==> src/verilog/spimsp_defines.vh <==
/*
 * Constants for the byte-wide serial port: register addresses, control bit
 * positions, reset values and shift-engine counts.
 * Assumes it is included by bare name into the serial port design files.
 */
`ifndef SPIMSP_DEFINES_VH
`define SPIMSP_DEFINES_VH

// ----------------------------------------------------------------------
// Register addresses and reset values
// ----------------------------------------------------------------------
`define SPIMSP_ADDR_DATA     8'h7F
`define SPIMSP_ADDR_CTRL     8'hF8
`define SPIMSP_DATA_RESET    8'h00
`define SPIMSP_CTRL_RESET    8'h05

// ----------------------------------------------------------------------
// Control register bit positions
// ----------------------------------------------------------------------
`define SPIMSP_BIT_DONE      7
`define SPIMSP_BIT_WRITE_COLLISION_FLAG      6
`define SPIMSP_BIT_ENABLE    5
`define SPIMSP_BIT_MASTER    4
`define SPIMSP_BIT_IDLE      3
`define SPIMSP_BIT_PHASE     2
`define SPIMSP_BIT_RATE_HI   1
`define SPIMSP_BIT_RATE_LO   0

// ----------------------------------------------------------------------
// Shift engine
// ----------------------------------------------------------------------
`define SPIMSP_BITS_PER_BYTE 4'h8
`define SPIMSP_LAST_EDGE     4'hF
`define SPIMSP_MSB           7
`define SPIMSP_HALF_W        3

`endif

==> src/verilog/spimsp_rate_div.v <==
/*
 * Half-period enable generator for the master serial clock.
 * Assumes a single core clock; the rate code is held stable by software
 * while a transfer runs, and run is low between transfers.
 */
`timescale 1ns/100ps
`default_nettype none
`include "spimsp_defines.vh"

module spimsp_rate_div (
    // Clock and reset
    input  wire       clk,
    input  wire       resetn,
    // Control
    input  wire       run,
    input  wire [1:0] rate_code,
    // Output
    output wire       half_tick
);

    reg  [`SPIMSP_HALF_W-1:0] count_reg;
    wire [`SPIMSP_HALF_W-1:0] limit;

    // Divide by 2, 4, 8, 16 means a half period of 1, 2, 4, 8 core cycles.
    assign limit     = (3'h1 << rate_code) - 3'h1;
    assign half_tick = run && (count_reg == limit);

    always @(posedge clk or negedge resetn) begin
        if (!resetn) begin
            count_reg <= 3'h0;
        end else if (!run || half_tick) begin
            count_reg <= 3'h0;
        end else begin
            count_reg <= count_reg + 3'h1;
        end
    end

endmodule
`default_nettype wire

==> src/verilog/spimsp_port.v <==
/*
 * Byte-wide full-duplex serial port, master or slave, with its control and
 * data registers on the core's special register port.
 * Assumes one core clock; all pin inputs are synchronised here, and the
 * pin multiplexer outside uses pins_enabled to choose port or serial use.
 */
// Functional notes
// - Transfer-done flag bit 7 set per byte.
// - Done cleared by write zero or data read.
// - Data write during transfer sets collision bit 6.
// - Bit 5 gives pins to serial port.
// - Bit 4 selects master, clock pin output.
// - Bit 3 sets idle clock level.
// - Bit 2 chooses leading or trailing launch.
// - Rate bits divide core clock 2..16.
// - Master data write gives eight clocks.
// - Master shifts MOSI, samples MISO each period.
// - Master ignores select input.
// - Master copies receive byte, sets done.
// - Interrupt request only when enabled.
// - Slave loads byte by write; shifts per clock.
// - Slave ends on eighth clock with phase one, on select high after the byte with phase zero.
// - Interrupt shares vector with other port.
// - Eight bits, MSB first, both directions.
// - Slave reads select level in rate_lo.
`timescale 1ns/100ps
`default_nettype none
`include "spimsp_defines.vh"

module spimsp_port (
    // Clock and reset
    input  wire       clk,
    input  wire       resetn,
    // Special register port
    input  wire [7:0] reg_addr,
    input  wire       reg_wr,
    input  wire       reg_rd,
    input  wire [7:0] reg_wdata,
    output reg  [7:0] reg_rdata,
    // Interrupt
    input  wire       irq_enable,
    output wire       irq_req,
    // Pins
    input  wire       sclk_in,
    output reg        sclk_out,
    output wire       sclk_oe,
    input  wire       mosi_in,
    output reg        mosi_out,
    output wire       mosi_oe,
    input  wire       miso_in,
    output reg        miso_out,
    output wire       miso_oe,
    input  wire       slave_sel_n,
    output wire       pins_enabled
);

    // ------------------------------------------------------------------
    // Registers and state
    // ------------------------------------------------------------------
    localparam ST_IDLE = 2'h0;
    localparam ST_MRUN = 2'h1;
    localparam ST_SRUN = 2'h2;
    localparam ST_MEND = 2'h3;

    reg  [7:0] ctrl_reg;
    reg  [7:0] data_reg;
    reg  [7:0] tx_reg;
    reg  [7:0] rx_reg;
    reg  [3:0] edge_cnt_reg;
    reg  [3:0] bit_cnt_reg;
    reg  [1:0] state_reg;
    reg  [1:0] cap_pipe_reg;
    reg  [1:0] sclk_sync_reg;
    reg  [1:0] ss_sync_reg;
    reg  [1:0] mosi_sync_reg;
    reg  [1:0] miso_sync_reg;
    reg        sclk_prev_reg;
    reg        ss_prev_reg;

    wire       enabled    = ctrl_reg[`SPIMSP_BIT_ENABLE];
    wire       is_master  = ctrl_reg[`SPIMSP_BIT_MASTER];
    wire       idle_level = ctrl_reg[`SPIMSP_BIT_IDLE];
    wire       phase      = ctrl_reg[`SPIMSP_BIT_PHASE];
    wire       busy       = (state_reg != ST_IDLE);
    wire       wr_ctrl    = reg_wr && (reg_addr == `SPIMSP_ADDR_CTRL);
    wire       wr_data    = reg_wr && (reg_addr == `SPIMSP_ADDR_DATA);
    wire       rd_data    = reg_rd && (reg_addr == `SPIMSP_ADDR_DATA);
    wire       half_tick;

    // Only the second synchroniser stage is ever looked at.
    wire       sclk_s = sclk_sync_reg[1];
    wire       ss_s   = ss_sync_reg[1];
    wire       mosi_s = mosi_sync_reg[1];
    wire       miso_s = miso_sync_reg[1];

    // ------------------------------------------------------------------
    // Pin control
    // ------------------------------------------------------------------
    assign pins_enabled = enabled;
    assign sclk_oe = enabled && is_master;
    assign mosi_oe = enabled && is_master;
    // Slave drives MISO only while selected, so several slaves can share it.
    assign miso_oe = enabled && !is_master && !ss_s;
    assign irq_req = irq_enable && ctrl_reg[`SPIMSP_BIT_DONE];

    spimsp_rate_div u_div (
        .clk       (clk),
        .resetn    (resetn),
        .run       (state_reg == ST_MRUN),
        .rate_code (ctrl_reg[`SPIMSP_BIT_RATE_HI:`SPIMSP_BIT_RATE_LO]),
        .half_tick (half_tick)
    );

    // ------------------------------------------------------------------
    // Synchronisers
    // ------------------------------------------------------------------
    always @(posedge clk or negedge resetn) begin
        if (!resetn) begin
            sclk_sync_reg <= 2'h0;
            ss_sync_reg   <= 2'h3;
            mosi_sync_reg <= 2'h0;
            miso_sync_reg <= 2'h0;
            sclk_prev_reg <= 1'b0;
            ss_prev_reg   <= 1'b1;
        end else begin
            sclk_sync_reg <= {sclk_sync_reg[0], sclk_in};
            ss_sync_reg   <= {ss_sync_reg[0], slave_sel_n};
            mosi_sync_reg <= {mosi_sync_reg[0], mosi_in};
            miso_sync_reg <= {miso_sync_reg[0], miso_in};
            sclk_prev_reg <= sclk_s;
            ss_prev_reg   <= ss_s;
        end
    end

    // Slave clock edges, named relative to the idle level.
    wire s_edge    = (sclk_s != sclk_prev_reg) && !ss_s;
    wire s_leading = s_edge && (sclk_s != idle_level);
    wire s_trail   = s_edge && (sclk_s == idle_level);
    wire ss_rise   = ss_s && !ss_prev_reg;

    // Launch and sample edges: phase one launches on the leading edge.
    wire s_launch  = phase ? s_leading : s_trail;
    wire s_sample  = phase ? s_trail : s_leading;

    // ------------------------------------------------------------------
    // Shift engine and registers
    // ------------------------------------------------------------------
    reg       done_set;
    reg       m_edge;
    reg       m_sample;
    reg [7:0] done_byte;

    always @* begin
        done_set  = 1'b0;
        done_byte = rx_reg;
        m_edge    = (state_reg == ST_MRUN) && half_tick;
        m_sample  = m_edge && (edge_cnt_reg[0] == phase);
        // The master ends only once every delayed MISO capture has landed.
        if (state_reg == ST_MEND && cap_pipe_reg == 2'h0 && enabled && is_master) begin
            done_set = 1'b1;
        end
        if (state_reg == ST_SRUN) begin
            if (phase && s_sample && bit_cnt_reg == `SPIMSP_BITS_PER_BYTE - 4'h1) begin
                // The eighth bit is still on its way into rx_reg, so it is committed directly.
                done_set  = 1'b1;
                done_byte = {rx_reg[6:0], mosi_s};
            end
            if (!phase && ss_rise && bit_cnt_reg == `SPIMSP_BITS_PER_BYTE) begin
                done_set = 1'b1;
            end
        end
    end

    always @(posedge clk or negedge resetn) begin
        if (!resetn) begin
            ctrl_reg     <= `SPIMSP_CTRL_RESET;
            data_reg     <= `SPIMSP_DATA_RESET;
            tx_reg       <= 8'h00;
            rx_reg       <= 8'h00;
            edge_cnt_reg <= 4'h0;
            bit_cnt_reg  <= 4'h0;
            state_reg    <= ST_IDLE;
            cap_pipe_reg <= 2'h0;
            sclk_out     <= 1'b0;
            mosi_out     <= 1'b0;
            miso_out     <= 1'b0;
        end else begin
            // Control register writes; hardware sets win over clears.
            if (wr_ctrl) begin
                ctrl_reg[5:0] <= reg_wdata[5:0];
                if (!reg_wdata[`SPIMSP_BIT_DONE]) begin
                    ctrl_reg[`SPIMSP_BIT_DONE] <= 1'b0;
                end
                if (!reg_wdata[`SPIMSP_BIT_WRITE_COLLISION_FLAG]) begin
                    ctrl_reg[`SPIMSP_BIT_WRITE_COLLISION_FLAG] <= 1'b0;
                end
            end
            if (rd_data) begin
                ctrl_reg[`SPIMSP_BIT_DONE] <= 1'b0;
            end
            if (wr_data && busy) begin
                ctrl_reg[`SPIMSP_BIT_WRITE_COLLISION_FLAG] <= 1'b1;
            end
            if (done_set) begin
                ctrl_reg[`SPIMSP_BIT_DONE] <= 1'b1;
                data_reg <= done_byte;
            end
            if (!busy) begin
                sclk_out <= idle_level;
            end
            // MISO passes two flip-flops, so each master sample is taken two
            // cycles after its edge. At divide by two the next launch edge
            // would otherwise replace the bit before the core saw it.
            cap_pipe_reg <= {cap_pipe_reg[0], m_sample};
            if (cap_pipe_reg[1]) begin
                rx_reg <= {rx_reg[6:0], miso_s};
            end

            case (state_reg)
                ST_IDLE: begin
                    if (wr_data && enabled) begin
                        data_reg     <= reg_wdata;
                        tx_reg       <= reg_wdata;
                        edge_cnt_reg <= 4'h0;
                        bit_cnt_reg  <= 4'h0;
                        if (is_master) begin
                            // Select is never consulted in master mode.
                            state_reg <= ST_MRUN;
                            if (!phase) begin
                                mosi_out <= reg_wdata[`SPIMSP_MSB];
                            end
                        end else begin
                            state_reg <= ST_SRUN;
                            if (!phase) begin
                                miso_out <= reg_wdata[`SPIMSP_MSB];
                            end
                        end
                    end
                end
                ST_MRUN: begin
                    if (!enabled || !is_master) begin
                        state_reg <= ST_IDLE;
                    end else if (m_edge) begin
                        // Sixteen half periods make the eight clock periods.
                        sclk_out     <= ~sclk_out;
                        edge_cnt_reg <= edge_cnt_reg + 4'h1;
                        if (m_sample) begin
                            // Sample edge: MISO is captured later, the byte moves on now.
                            tx_reg <= {tx_reg[6:0], 1'b0};
                        end else if (phase || edge_cnt_reg != `SPIMSP_LAST_EDGE) begin
                            // Launch edge; phase zero has no launch after the last bit.
                            mosi_out <= tx_reg[`SPIMSP_MSB];
                        end
                        if (edge_cnt_reg == `SPIMSP_LAST_EDGE) begin
                            state_reg <= ST_MEND;
                        end
                    end
                end
                ST_MEND: begin
                    // Busy is held until the last delayed capture is in, so a
                    // new write in this gap still counts as a collision.
                    if (!enabled || !is_master || cap_pipe_reg == 2'h0) begin
                        state_reg <= ST_IDLE;
                    end
                end
                ST_SRUN: begin
                    // Master keeps select low across the byte.
                    if (!enabled || is_master) begin
                        state_reg <= ST_IDLE;
                    end else begin
                        if (s_launch && (phase || bit_cnt_reg != 4'h0)) begin
                            miso_out <= tx_reg[`SPIMSP_MSB];
                        end
                        if (s_sample) begin
                            rx_reg      <= {rx_reg[6:0], mosi_s};
                            tx_reg      <= {tx_reg[6:0], 1'b0};
                            bit_cnt_reg <= bit_cnt_reg + 4'h1;
                        end
                        // Phase zero waits for select to rise after the byte.
                        if (done_set) begin
                            state_reg <= ST_IDLE;
                        end
                    end
                end
                default: begin
                    state_reg <= ST_IDLE;
                end
            endcase
        end
    end

    // ------------------------------------------------------------------
    // Read path
    // ------------------------------------------------------------------
    always @* begin
        reg_rdata = 8'h00;
        if (reg_addr == `SPIMSP_ADDR_CTRL) begin
            reg_rdata = ctrl_reg;
            if (!is_master) begin
                reg_rdata[`SPIMSP_BIT_RATE_LO] = ss_s;
            end
        end else if (reg_addr == `SPIMSP_ADDR_DATA) begin
            reg_rdata = data_reg;
        end
    end

endmodule
`default_nettype wire

==> config.mk <==
export PLATFORM = sky130hd
export DESIGN_NAME = spimsp_port
export DESIGN_NICKNAME = d
export VERILOG_FILES = /design/src/verilog/spimsp_rate_div.v /design/src/verilog/spimsp_port.v
export VERILOG_INCLUDE_DIRS = /design/src /design/src/verilog
export SDC_FILE = /design/constraint.sdc
export NUM_CORES = 1
export LEC_CHECK = 0
export BUFFER_PORTS_ARGS = -buffer_cell sky130_fd_sc_hd__buf_2
export CAP_MARGIN = 20
export CORE_MARGIN = 1.5
export CORE_UTILIZATION = 58
export DETAILED_ROUTE_END_ITERATION = 6
export PLACE_DENSITY_LB_ADDON = 0.12
export SYNTH_ARGS = -nofsm -noshare
export SYNTH_HDL_FRONTEND = slang
export SYNTH_HIERARCHICAL = 1
export SYNTH_SLANG_ARGS = --single-unit
==> constraint.sdc <==
create_clock -name clk -period 3.3 [get_ports clk]
set_input_delay 0.495 -clock clk [delete_from_list [all_inputs] [get_ports clk]]
set_output_delay 0.495 -clock clk [all_outputs]
set_load 0.005 [all_outputs]
==> run metrics, run 1 <==
Max Slew Vio Count=0; Hold WS=0.121 ns; clk_lat worst skew=0.34 ns; leading area contributor after synthesis=dfrtp_1; Max VDD drop=0.403 mV; Async SR Flop Fraction=100%; Placed Cells=398; WP data arrival=2.97 ns; reg2reg path depth=8; Layout area overhead=11.9%; Core ar.=0.00557 mm^2; Sum Neg Setup Slack=0 ns; H-Tree Depth=3; largest net degree at the start of global routing=40; DP Area=0.00363 mm^2; Overflow after GRT=0; DRT iter0 DRCs=210; RR Endpoint=miso_out$_DFFE_PN0P_; CP Capture Type=flip-flop; Worst Setup SP=state_reg[1]$_DFFE_PN0P_; CTS tree=yes; first-pass GRT wire length=12700 um; Fin. Hold Viols=0; R2R Path Start=state_reg[1]$_DFFE_PN0P_; switching power=806 uW; combinational power share=31.6%; clock skew=0.00940 ns; gr usage total=27.0%; Seq cells post-synth=60; Most used DFF post-synth=dfrtp_1; I/O Buffers=40; count leader, synth=dfrtp_1; share of cells above drive strength 1=35.7%; drt total wl=7750 um; Yosys warnings=6; non-filler instance count after layout=414; Internal Power=1610 uW; initial antenna violation count=0; Synth cell types=66; Ant. Diodes=0; crit share post-route=83.0%; top-area cell type share of the netlist area=40.4%; syn nets=328; slew at the pin closest to its max-slew limit=0.707 ns; DRC=0; top post-synthesis cells by area=dfrtp_1, mux2_2, mux2i_1, dfstp_2, nand2_1; clk sinks=60; Startpoint Class=flip-flop; Pre-antenna DRT Iters=4; crit path cell chain=inv_1 -> ha_1 -> clkinv_1 -> nor4_4 -> buf_4 -> a21oi_1 -> a211oi_1 -> mux2_1; Netlist Area Pre-Place=0.00341 mm^2; critical path's slowest cell=dfrtp_1; Syn Area/Cell=11.5 um^2; Die Wd=79.6 um; critical path data required time=3.53 ns; sw frac=33.3%; clock power share=26.4%; initial core utilization=61.1%; DR vias/cell=6.05; Max Freq=365 MHz; ANT nets after route=0; Avg WL per Cell=18.7 um; Max-slew headroom=52.7%; Worst Hold Class=in2async; GPL Wtd Cong=0.891; # IOs=41; CTS Buf Count=9; critical path's largest stage delay=0.43 ns; CTS Root Buffer Type=clkbuf_8; P_leak=0.00178 uW; Tot Pwr=2420 uW; RSZ-0062 raised after global routing=false; Max Root-Sink Buffers=2; Crit Path Category=reg2reg; Die Area=0.00634 mm^2; Commonest cells post-synth=dfrtp_1, mux2_2, nand2_1; cells after synthesis=295; layout net count=370; Seq pwr share=42.0%; post-route cell area=0.00381 mm^2; Chip Height=79.6 um; Via Count=2504; Final setup viols=0; post-CTS setup buffer count=0; row count=27; crit path max fanout=19; R2R setup slack=0.56 ns; status=complete, no violations; Period minus WS final=2.74 ns; CTS Hold Buffers Added=0; Worst-path clk slew=0.07 ns; EDFF count, synth=0; Worst Setup EP=miso_out$_DFFE_PN0P_; Power per Cell Area=635 mW/mm^2; DP HPWL=5510 um; max_cap viols=0; sequential area share after synthesis=44.3%; vias in the first global route=2544; Resized Gates After CTS=0
-- layer usage --
layer  up-vias  track usage [%]  share of wire, %
li1       1164                -                 -
met1      1245             36.4                46
met5         -                0                 0
met4         0             8.60              0.95
met2        86             44.0                48
met3         9             5.26               5.8
-- power groups by stage --
stage / clock [uW] / combinational, uW / sequential (uW)
floorplan: 0 / 614 / 982
CTS: 645 / 760 / 1010
detailed placement: 0 / 754 / 1020
finish: 639 / 764 / 1020
global route: 679 / 845 / 1030
global placement: 0 / 742 / 1020
-- critical path: cells and delay by family (launching register included) --
family | cells | cell delay (ns)
buf+inv | 3 | 0.74
flops | 1 | 0.43
fa+ha+maj | 1 | 0.39
compound gates | 2 | 0.38
mux | 1 | 0.35
simple gates | 1 | 0.34
-- kinds of logic after synthesis --
family	after synthesis	share of synthesized area, %
AO/OA/AOI/OAI	56	13.4
XOR/XNOR	6	1.76
adder cells (fa/ha/maj)	8	2.94
buffers and inverters	22	3.89
flip-flops	60	44.3
multiplexers	59	19.1
AND/OR/NAND/NOR	84	14.6
-- through the flow --
step                      util (%)  setup WS, ns
final                         68.4         0.562
after global routing          68.4         0.397
after CTS                     68.4         0.611
after detailed placement      65.1         0.667
after global placement        65.1         0.800
after floorplan                  -         0.825
-- how the worst min path moves through the flow --
| stage | depth (start not counted) | endpoint |
|---|---|---|
| final | 1 | state_reg[1]$_DFFE_PN0P_ |
| after global routing | 1 | state_reg[0]$_DFFE_PN0P_ |
| after CTS | 1 | state_reg[0]$_DFFE_PN0P_ |
| after detailed placement | 0 | sclk_sync_reg[1]$_DFF_PN0_ |
| after global placement | 0 | mosi_sync_reg[1]$_DFF_PN0_ |
| after floorplan | 0 | bit_cnt_reg[0]$_DFFE_PN0P_ |
-- layout make-up --
type | count | area, um^2
clock buffer | 11 | 131
clock inverter | 5 | 52.6
fill | 414 | 1760
inverter | 9 | 33.8
multi-input combinational | 213 | 1770
sequential | 60 | 1510
tap | 72 | 90.1
timing repair buffer | 44 | 230
-- cells in the final DEF, fill, tap and decap left out, types with 5 or more instances in the layout --
cell type / instances
dfstp_2: 5
mux2i_1: 16
inv_1: 7
nand2_1: 27
nand3_1: 9
ha_1: 8
o21ai_0: 19
nand4_1: 5
nor2_1: 11
dfrtp_1: 55
mux2_2: 40
clkbuf_8: 9
buf_2: 40
a22o_1: 10
No activity file was read; power rests on OpenSTA's default activity.
==> run 2, diff against run 1 <==
==> constraint.sdc (replaced) <==
create_clock -name clk -period 2.8 [get_ports clk]
set_input_delay 0.42 -clock clk [delete_from_list [all_inputs] [get_ports clk]]
set_output_delay 0.42 -clock clk [all_outputs]
set_load 0.005 [all_outputs]
==> run 2 against run 1 <==
  * Largest power group unchanged
  * Routed wire length down 0.85%
  * Largest cell class unchanged
  * Non-clock buffer count is 9 higher
  * Clock power grew 9.7%
  * First-iteration DRC count down 18%
  * Worst setup slack got worse by 0.35 ns
  * Critical path depth did not move
  * Final cell count increased by 2.2%
  * Register-to-register slack lost 0.35 ns
  * Hold slack improved by 0.034 ns
==> run metrics, run 2 (synthesized netlist as in run 1, its figures left out) <==
share of cells above drive strength 1=37.6% (+1.9 points); layout net count=379 (+2.4%); post-route cell area=0.00387 mm^2 (+1.7%); CTS Buf Count=9 (unchanged); # IOs=41 (unchanged); met1 Track Usage GR=36.3% (about the same); initial core utilization=61.1% (unchanged); Avg WL per Cell=18.2 um (-3.0%); met2 Usage GRT=41.5% (-2.5 points); sw frac=33.1% (-0.16 points); most frequent cells in the layout=dfrtp_1, mux2_2, buf_2, nand2_1, o21ai_0; combinational power share=32.9% (+1.3 points); Fin. Hold Viols=0 (unchanged); layer with the highest usage=met2; WP data arrival=2.81 ns (-0.16 ns); post-CTS setup buffer count=0 (unchanged); vias in the first global route=2543 (-0.039%); max_cap viols=0 (unchanged); Final setup viols=0 (unchanged); Max VDD drop=0.647 mV (+61%); clk_lat worst skew=0.34 ns (about the same); DRC=0 (unchanged); Worst-path clk slew=0.06 ns (about the same); non-filler instance count after layout=423 (+2.2%); initial antenna violation count=0 (unchanged); global routing usage on met3=8.23% (+3.0 points); Placed Cells=407 (+2.3%); crit path cell chain=or2_4 -> a2111oi_4 -> o21a_1 -> inv_1 -> nor2_1 -> o21ai_0 -> a221o_2 -> mux2_4; H-Tree Depth=3 (unchanged); commonest non-fill, non-tap cell in the layout=dfrtp_1; final core occ=69.5% (+1.1 points); Internal Power=1880 uW (+17%); critical path's largest stage delay=0.43 ns (about the same); CP Capture Type=flip-flop; Worst Hold Class=in2async; Resized Gates After CTS=0 (unchanged); P_leak=0.00182 uW (+2.3%); Chip Height=79.6 um (unchanged); switching power=932 uW (+16%); CTS Root Buffer Type=clkbuf_8; drt total wl=7690 um (-0.85%); clock power share=24.9% (-1.5 points); Tot Pwr=2810 uW (+16%); Pre-antenna DRT Iters=4 (unchanged); DRT iter0 DRCs=173 (-18%); I/O Buffers=40 (unchanged); Core ar.=0.00557 mm^2 (unchanged); Via Count=2512 (+0.32%); Max Freq=387 MHz (+5.9%); Max Slew Vio Count=0 (unchanged); Seq pwr share=42.2% (+0.2 points); Max-slew headroom=48.6% (-4.1 points); DR vias/cell=5.94 (-1.8%); crit share post-route=92.4% (+9.4 points); Top delay family on crit path=compound AO/OA/AOI/OAI gates; Die Wd=79.6 um (unchanged); CTS Hold Buffers Added=0 (unchanged); Die Area=0.00634 mm^2 (unchanged); RR Endpoint=state_reg[1]$_DFFE_PN0P_; crit path max fanout=9 (-10); ANT nets after route=0 (unchanged); CTS tree=yes; clk sinks=60 (unchanged); R2R setup slack=0.21 ns (-0.35 ns); DP Area=0.00369 mm^2 (+1.9%); status=complete, no violations; Max Root-Sink Buffers=2 (unchanged); Startpoint Class=flip-flop; critical path's slowest cell=a2111oi_4; Crit Path Category=reg2reg; GPL Wtd Cong=0.873 (-2.0%); slew at the pin closest to its max-slew limit=0.771 ns (+0.0636 ns); row count=27 (unchanged); Overflow after GRT=0 (unchanged); R2R Path Start=u_div/count_reg[0]$_DFF_PN0_; largest net degree at the start of global routing=34 (-15%); Period minus WS final=2.59 ns (-0.152 ns); Layout area overhead=13.8%; Ant. Diodes=0 (unchanged); critical path data required time=3.03 ns (-0.50 ns); DP HPWL=5580 um (+1.3%); first-pass GRT wire length=12700 um (+0.21%); clock skew=0.00742 ns (-0.00199 ns); reg2reg path depth=8 (unchanged); crit path buf inv count=1 (-2); gr usage total=26.9% (-0.076 points); Sum Neg Setup Slack=0 ns (unchanged); RSZ-0062 raised after global routing=false; Power per Cell Area=726 mW/mm^2 (+14%)
==> run 2: cell types whose count changed in the layout (fill, tap and decap cells not counted), sizes merged <==
cell,delta
buf,+9
bufinv,-1
clkbuf,+1
clkinv,-1
clkinvlp,+1
==> run 2: per-stage QoR <==
step           setup WS, ns  hold WS [ns]
4_1_cts               0.226         0.162
3_3_place_gp          0.301         0.332
5_1_grt              0.0891         0.155
6_report              0.214         0.154
3_5_place_dp          0.236         0.342
2_1_floorplan         0.325         0.124
==> run 2: per-layer routing <==
| metal | share of wire [%] | routed length (um) | vias to the layer above |
|---|---|---|---|
| met1 | 46 | 3500 | 1263 |
| met4 | 1.1 | 84 | 0 |
| li1 | - | - | 1183 |
| met2 | 49 | 3750 | 58 |
| met5 | 0 | 0 | - |
| met3 | 4.6 | 351 | 8 |
==> run 2: power groups by stage <==
stage	Combinational [uW]	Clock [uW]	Sequential, uW
after CTS	926	720	1180
after global placement	896	0	1190
after global routing	1020	759	1210
after detailed placement	917	0	1200
after floorplan	723	0	1160
final	926	701	1190
==> run 2: area by class of cell <==
cell class | instances | area (um^2)
flip-flops and latches | 60 | 1510
well taps | 72 | 90.1
fillers | 426 | 1700
clock buffers | 12 | 155
inverters | 9 | 33.8
clock inverters | 4 | 25.0
multi-input cells | 213 | 1770
repair buffers | 53 | 298
==> run 2: worst max path at each step <==
stage | depth (start not counted) | endpoint | from
2_1_floorplan | 9 | state_reg[1]$_DFFE_PN0P_ | u_div/count_reg[0]$_DFF_PN0_
3_3_place_gp | 8 | state_reg[1]$_DFFE_PN0P_ | u_div/count_reg[0]$_DFF_PN0_
3_5_place_dp | 8 | state_reg[1]$_DFFE_PN0P_ | u_div/count_reg[0]$_DFF_PN0_
4_1_cts | 8 | state_reg[1]$_DFFE_PN0P_ | u_div/count_reg[0]$_DFF_PN0_
5_1_grt | 8 | state_reg[1]$_DFFE_PN0P_ | u_div/count_reg[0]$_DFF_PN0_
6_report | 8 | state_reg[1]$_DFFE_PN0P_ | u_div/count_reg[0]$_DFF_PN0_
==> run 2: worst register-to-register path, stage by stage, from the launching register on <==
cell,delay (ns)
dfrtp_1,0.42
or2_4,0.28
a2111oi_4,0.43
o21a_1,0.33
inv_1,0.09
nor2_1,0.11
o21ai_0,0.09
a221o_2,0.43
mux2_4,0.30
==> run 3, diff against run 2 <==
--- a/config.mk
+++ b/config.mk
@@ -6,10 +6,11 @@
 export SDC_FILE = /design/constraint.sdc
 export NUM_CORES = 1
 export LEC_CHECK = 0
+export ABC_AREA = 1
 export BUFFER_PORTS_ARGS = -buffer_cell sky130_fd_sc_hd__buf_2
 export CAP_MARGIN = 20
 export CORE_MARGIN = 1.5
-export CORE_UTILIZATION = 58
+export CORE_UTILIZATION = 62
 export DETAILED_ROUTE_END_ITERATION = 6
 export PLACE_DENSITY_LB_ADDON = 0.12
 export SYNTH_ARGS = -nofsm -noshare
==> constraint.sdc (replaced) <==
create_clock -name clk -period 3.2 [get_ports clk]
set_input_delay 0.48 -clock clk [delete_from_list [all_inputs] [get_ports clk]]
set_output_delay 0.48 -clock clk [all_outputs]
set_load 0.005 [all_outputs]
==> run 3 against run 2 <==
  * The run now ends with hold timing left
  * Die area fell by 8.4%
  * Combinational power shrank 15%
  * Total power is 14% lower
  * Synthesized cell count rose by 43%
==> run metrics, run 3 <==
vias in the first global route=2788 (+9.6%); top post-synthesis cells by area=dfrtp_1, nand2_1, nand3_1, inv_1, dfstp_2; H-Tree Depth=3 (unchanged); critical path's slowest cell=dfrtp_1; Resized Gates After CTS=0 (unchanged); commonest non-fill, non-tap cell in the layout=nand2_1; Top delay family on crit path=simple AND/OR/NAND/NOR gates; CTS Hold Buffers Added=0 (unchanged); reg2reg path depth=11 (+3); register area=0.00151 mm^2 (unchanged); clock skew=0.00980 ns (+0.00238 ns); Avg WL per Cell=14.3 um (-21%); Core ar.=0.00514 mm^2 (-7.8%); initial core utilization=64.6% (+3.5 points); Seq pwr share=40.8% (-1.4 points); combinational power share=32.7% (-0.2 points); Crit Path Category=reg2reg; Die Wd=76.2 um (-4.3%); Pre-antenna DRT Iters=4 (unchanged); switching power=890 uW (-4.5%); layout net count=501 (+32%); crit path buf inv count=2 (+1); Max VDD drop=0.581 mV (-10%); initial antenna violation count=0 (unchanged); leading area contributor after synthesis=dfrtp_1; crit share post-route=70.0% (-22 points); row count=26 (-3.7%); RSZ-0062 raised after global routing=false; post-CTS setup buffer count=0 (unchanged); Final setup viols=0 (unchanged); largest net degree at the start of global routing=51 (+50%); sw frac=37.0% (+3.8 points); Synth cell types=39 (-41%); sequential area share after synthesis=45.4% (+1.1 points); max_cap viols=0 (unchanged); Max Root-Sink Buffers=2 (unchanged); violated checks=hold timing; top-area cell type share of the netlist area=41.4% (+1.0 points); Yosys warnings=6 (unchanged); Chip Height=76.2 um (-4.3%); cells after synthesis=423 (+43%); met1 Track Usage GR=41.1% (+4.8 points); Max Freq=446 MHz (+15%); critical path data required time=3.44 ns (+0.41 ns); drt total wl=7770 um (+1.1%); setup ws final=0.959 ns (+0.745 ns); DP HPWL=5790 um (+3.7%); met2 Usage GRT=43.2% (+1.7 points); share of cells above drive strength 1=20.1% (-18 points); Netlist Area Pre-Place=0.00332 mm^2 (-2.5%); Worst Hold Class=in2async; I/O Buffers=40 (unchanged); gr usage total=29.1% (+2.2 points); Period minus WS final=2.24 ns (-0.345 ns); Internal Power=1520 uW (-19%); Ant. Diodes=0 (unchanged); critical path's largest stage delay=0.41 ns (-0.02 ns); first-pass GRT wire length=13200 um (+3.5%); R2R Path Start=state_reg[1]$_DFFE_PN0P_; CTS tree=yes; GPL Wtd Cong=0.893 (+2.3%); P_leak=0.00192 uW (+5.7%); Sum Neg Setup Slack=0 ns (unchanged); syn nets=456 (+39%); Worst Setup SP=state_reg[1]$_DFFE_PN0P_; Commonest cells post-synth=nand2_1, dfrtp_1, inv_1; clk_lat worst skew=0.34 ns (about the same); DRT iter0 DRCs=264 (+53%); fill count=412 (-3.3%); Async SR Flop Fraction=100% (unchanged); Hold WS=-0.00963 ns (-0.164 ns); clock power share=26.5% (+1.6 points); Max-slew headroom=69.4% (+21 points); count leader, synth=nand2_1; DR vias/cell=5.50 (-7.3%); # IOs=41 (unchanged); post-place setup slack=0.850 ns (+0.614 ns); most frequent cells in the layout=nand2_1, dfrtp_1, inv_1, nand3_1, buf_2; slew at the pin closest to its max-slew limit=0.458 ns (-0.313 ns); layer with the highest usage=met2; ANT nets after route=0 (unchanged); Layout area overhead=13.7% (about the same); Power per Cell Area=638 mW/mm^2 (-12%); Worst-path clk slew=0.07 ns (about the same); RR Endpoint=tx_reg[3]$_DFFE_PN0P_; R2R setup slack=0.96 ns (+0.75 ns); DRC=0 (unchanged); CTS Root Buffer Type=clkbuf_8; clk sinks=60 (unchanged); status=complete, but fails checks; Most used DFF post-synth=dfrtp_1; Startpoint Class=flip-flop; CP most frequent cell=nand2_1; Syn Area/Cell=7.85 um^2 (-32%); area of the multi-input gates=0.00158 mm^2 (-10%); Seq cells post-synth=60 (unchanged); Die Area=0.00581 mm^2 (-8.4%); Fin. Hold Viols=9 (+9); CTS Buf Count=9 (unchanged); crit path cell chain=inv_1 -> ha_1 -> inv_1 -> nor2_1 -> nand2_1 -> nor3_2 -> o21ai_1 -> nor2_4 -> nand2_2 -> nand2_1 -> nand2_1; WP data arrival=2.48 ns (-0.33 ns); CP Capture Type=flip-flop; Via Count=2988 (+19%); Overflow after GRT=0 (unchanged); crit path max fanout=9 (unchanged); global routing usage on met3=6.47% (-1.8 points); EDFF count, synth=0 (unchanged); Max Slew Vio Count=0 (unchanged)
[run 3: cell count changes after synthesis, moves of 7 or more]
cell	previous run	this run
nor2_1	11	30
nand3_1	9	41
nand2_2	0	7
nand2_1	27	132
mux2i_1	16	2
a22o_1	10	2
inv_1	7	43
mux2_2	40	6
[run 3: power groups by stage]
stage          Clock, uW  Sequential [uW]  Combinational, uW
5_1_grt              675              997                888
3_5_place_dp           0              991                773
3_3_place_gp           0              988                757
4_1_cts              647              979                780
2_1_floorplan          0              961                593
6_report             639              982                788
[run 3: how the worst max path moves through the flow]
stage                                            end  slack (ns)  cells after the start
after detailed placement  bit_cnt_reg[0]$_DFFE_PN0P_        0.85                     10
final                          tx_reg[3]$_DFFE_PN0P_        0.96                     11
after global routing           tx_reg[4]$_DFFE_PN0P_        0.75                     11
after floorplan                tx_reg[7]$_DFFE_PN0P_        1.29                     11
after global placement    bit_cnt_reg[0]$_DFFE_PN0P_        0.91                     10
after CTS                      tx_reg[3]$_DFFE_PN0P_         1.0                     11
[run 3: area by class of cell]
cell class / instances / area share (%)
timing repair buffer: 44 / 6.43
inverter: 45 / 4.47
clock buffer: 12 / 4.37
multi-input combinational: 308 / 41.9
clock inverter: 4 / 0.596
sequential: 60 / 39.9
tap: 70 / 2.32
[run 3: through the flow]
stage,instances,util (%),area [um^2],total power [uW],hold slack (ns)
6_report,543,73.5,3780,2410,-0.00963
5_1_grt,543,73.5,3780,2560,0.0134
4_1_cts,542,73.1,3760,2410,0.232
3_5_place_dp,526,69.4,3570,1760,0.336
3_3_place_gp,526,69.4,3570,1750,0.333
2_1_floorplan,423,-,3320,1550,0.184
[run 3: metal layers]
metal / part of all wire [%] / vias to the layer above
met2: 45 / 108
met3: 7.4 / 19
met1: 45 / 1401
met5: 0 / -
met4: 2.5 / 0
li1: - / 1460
[run 3: logic make-up (layout without fill, tap and decap cells)]
family          after synthesis  after routing  share of synthesized area [%]
compound gates               46             46                           7.80
xor+xnor                      7              7                           2.07
fa+ha+maj                     8              8                           3.01
buf+inv                      55            105                           6.97
flops                        60             60                           45.4
mux                           8              8                           2.64
simple gates                239            239                           32.1
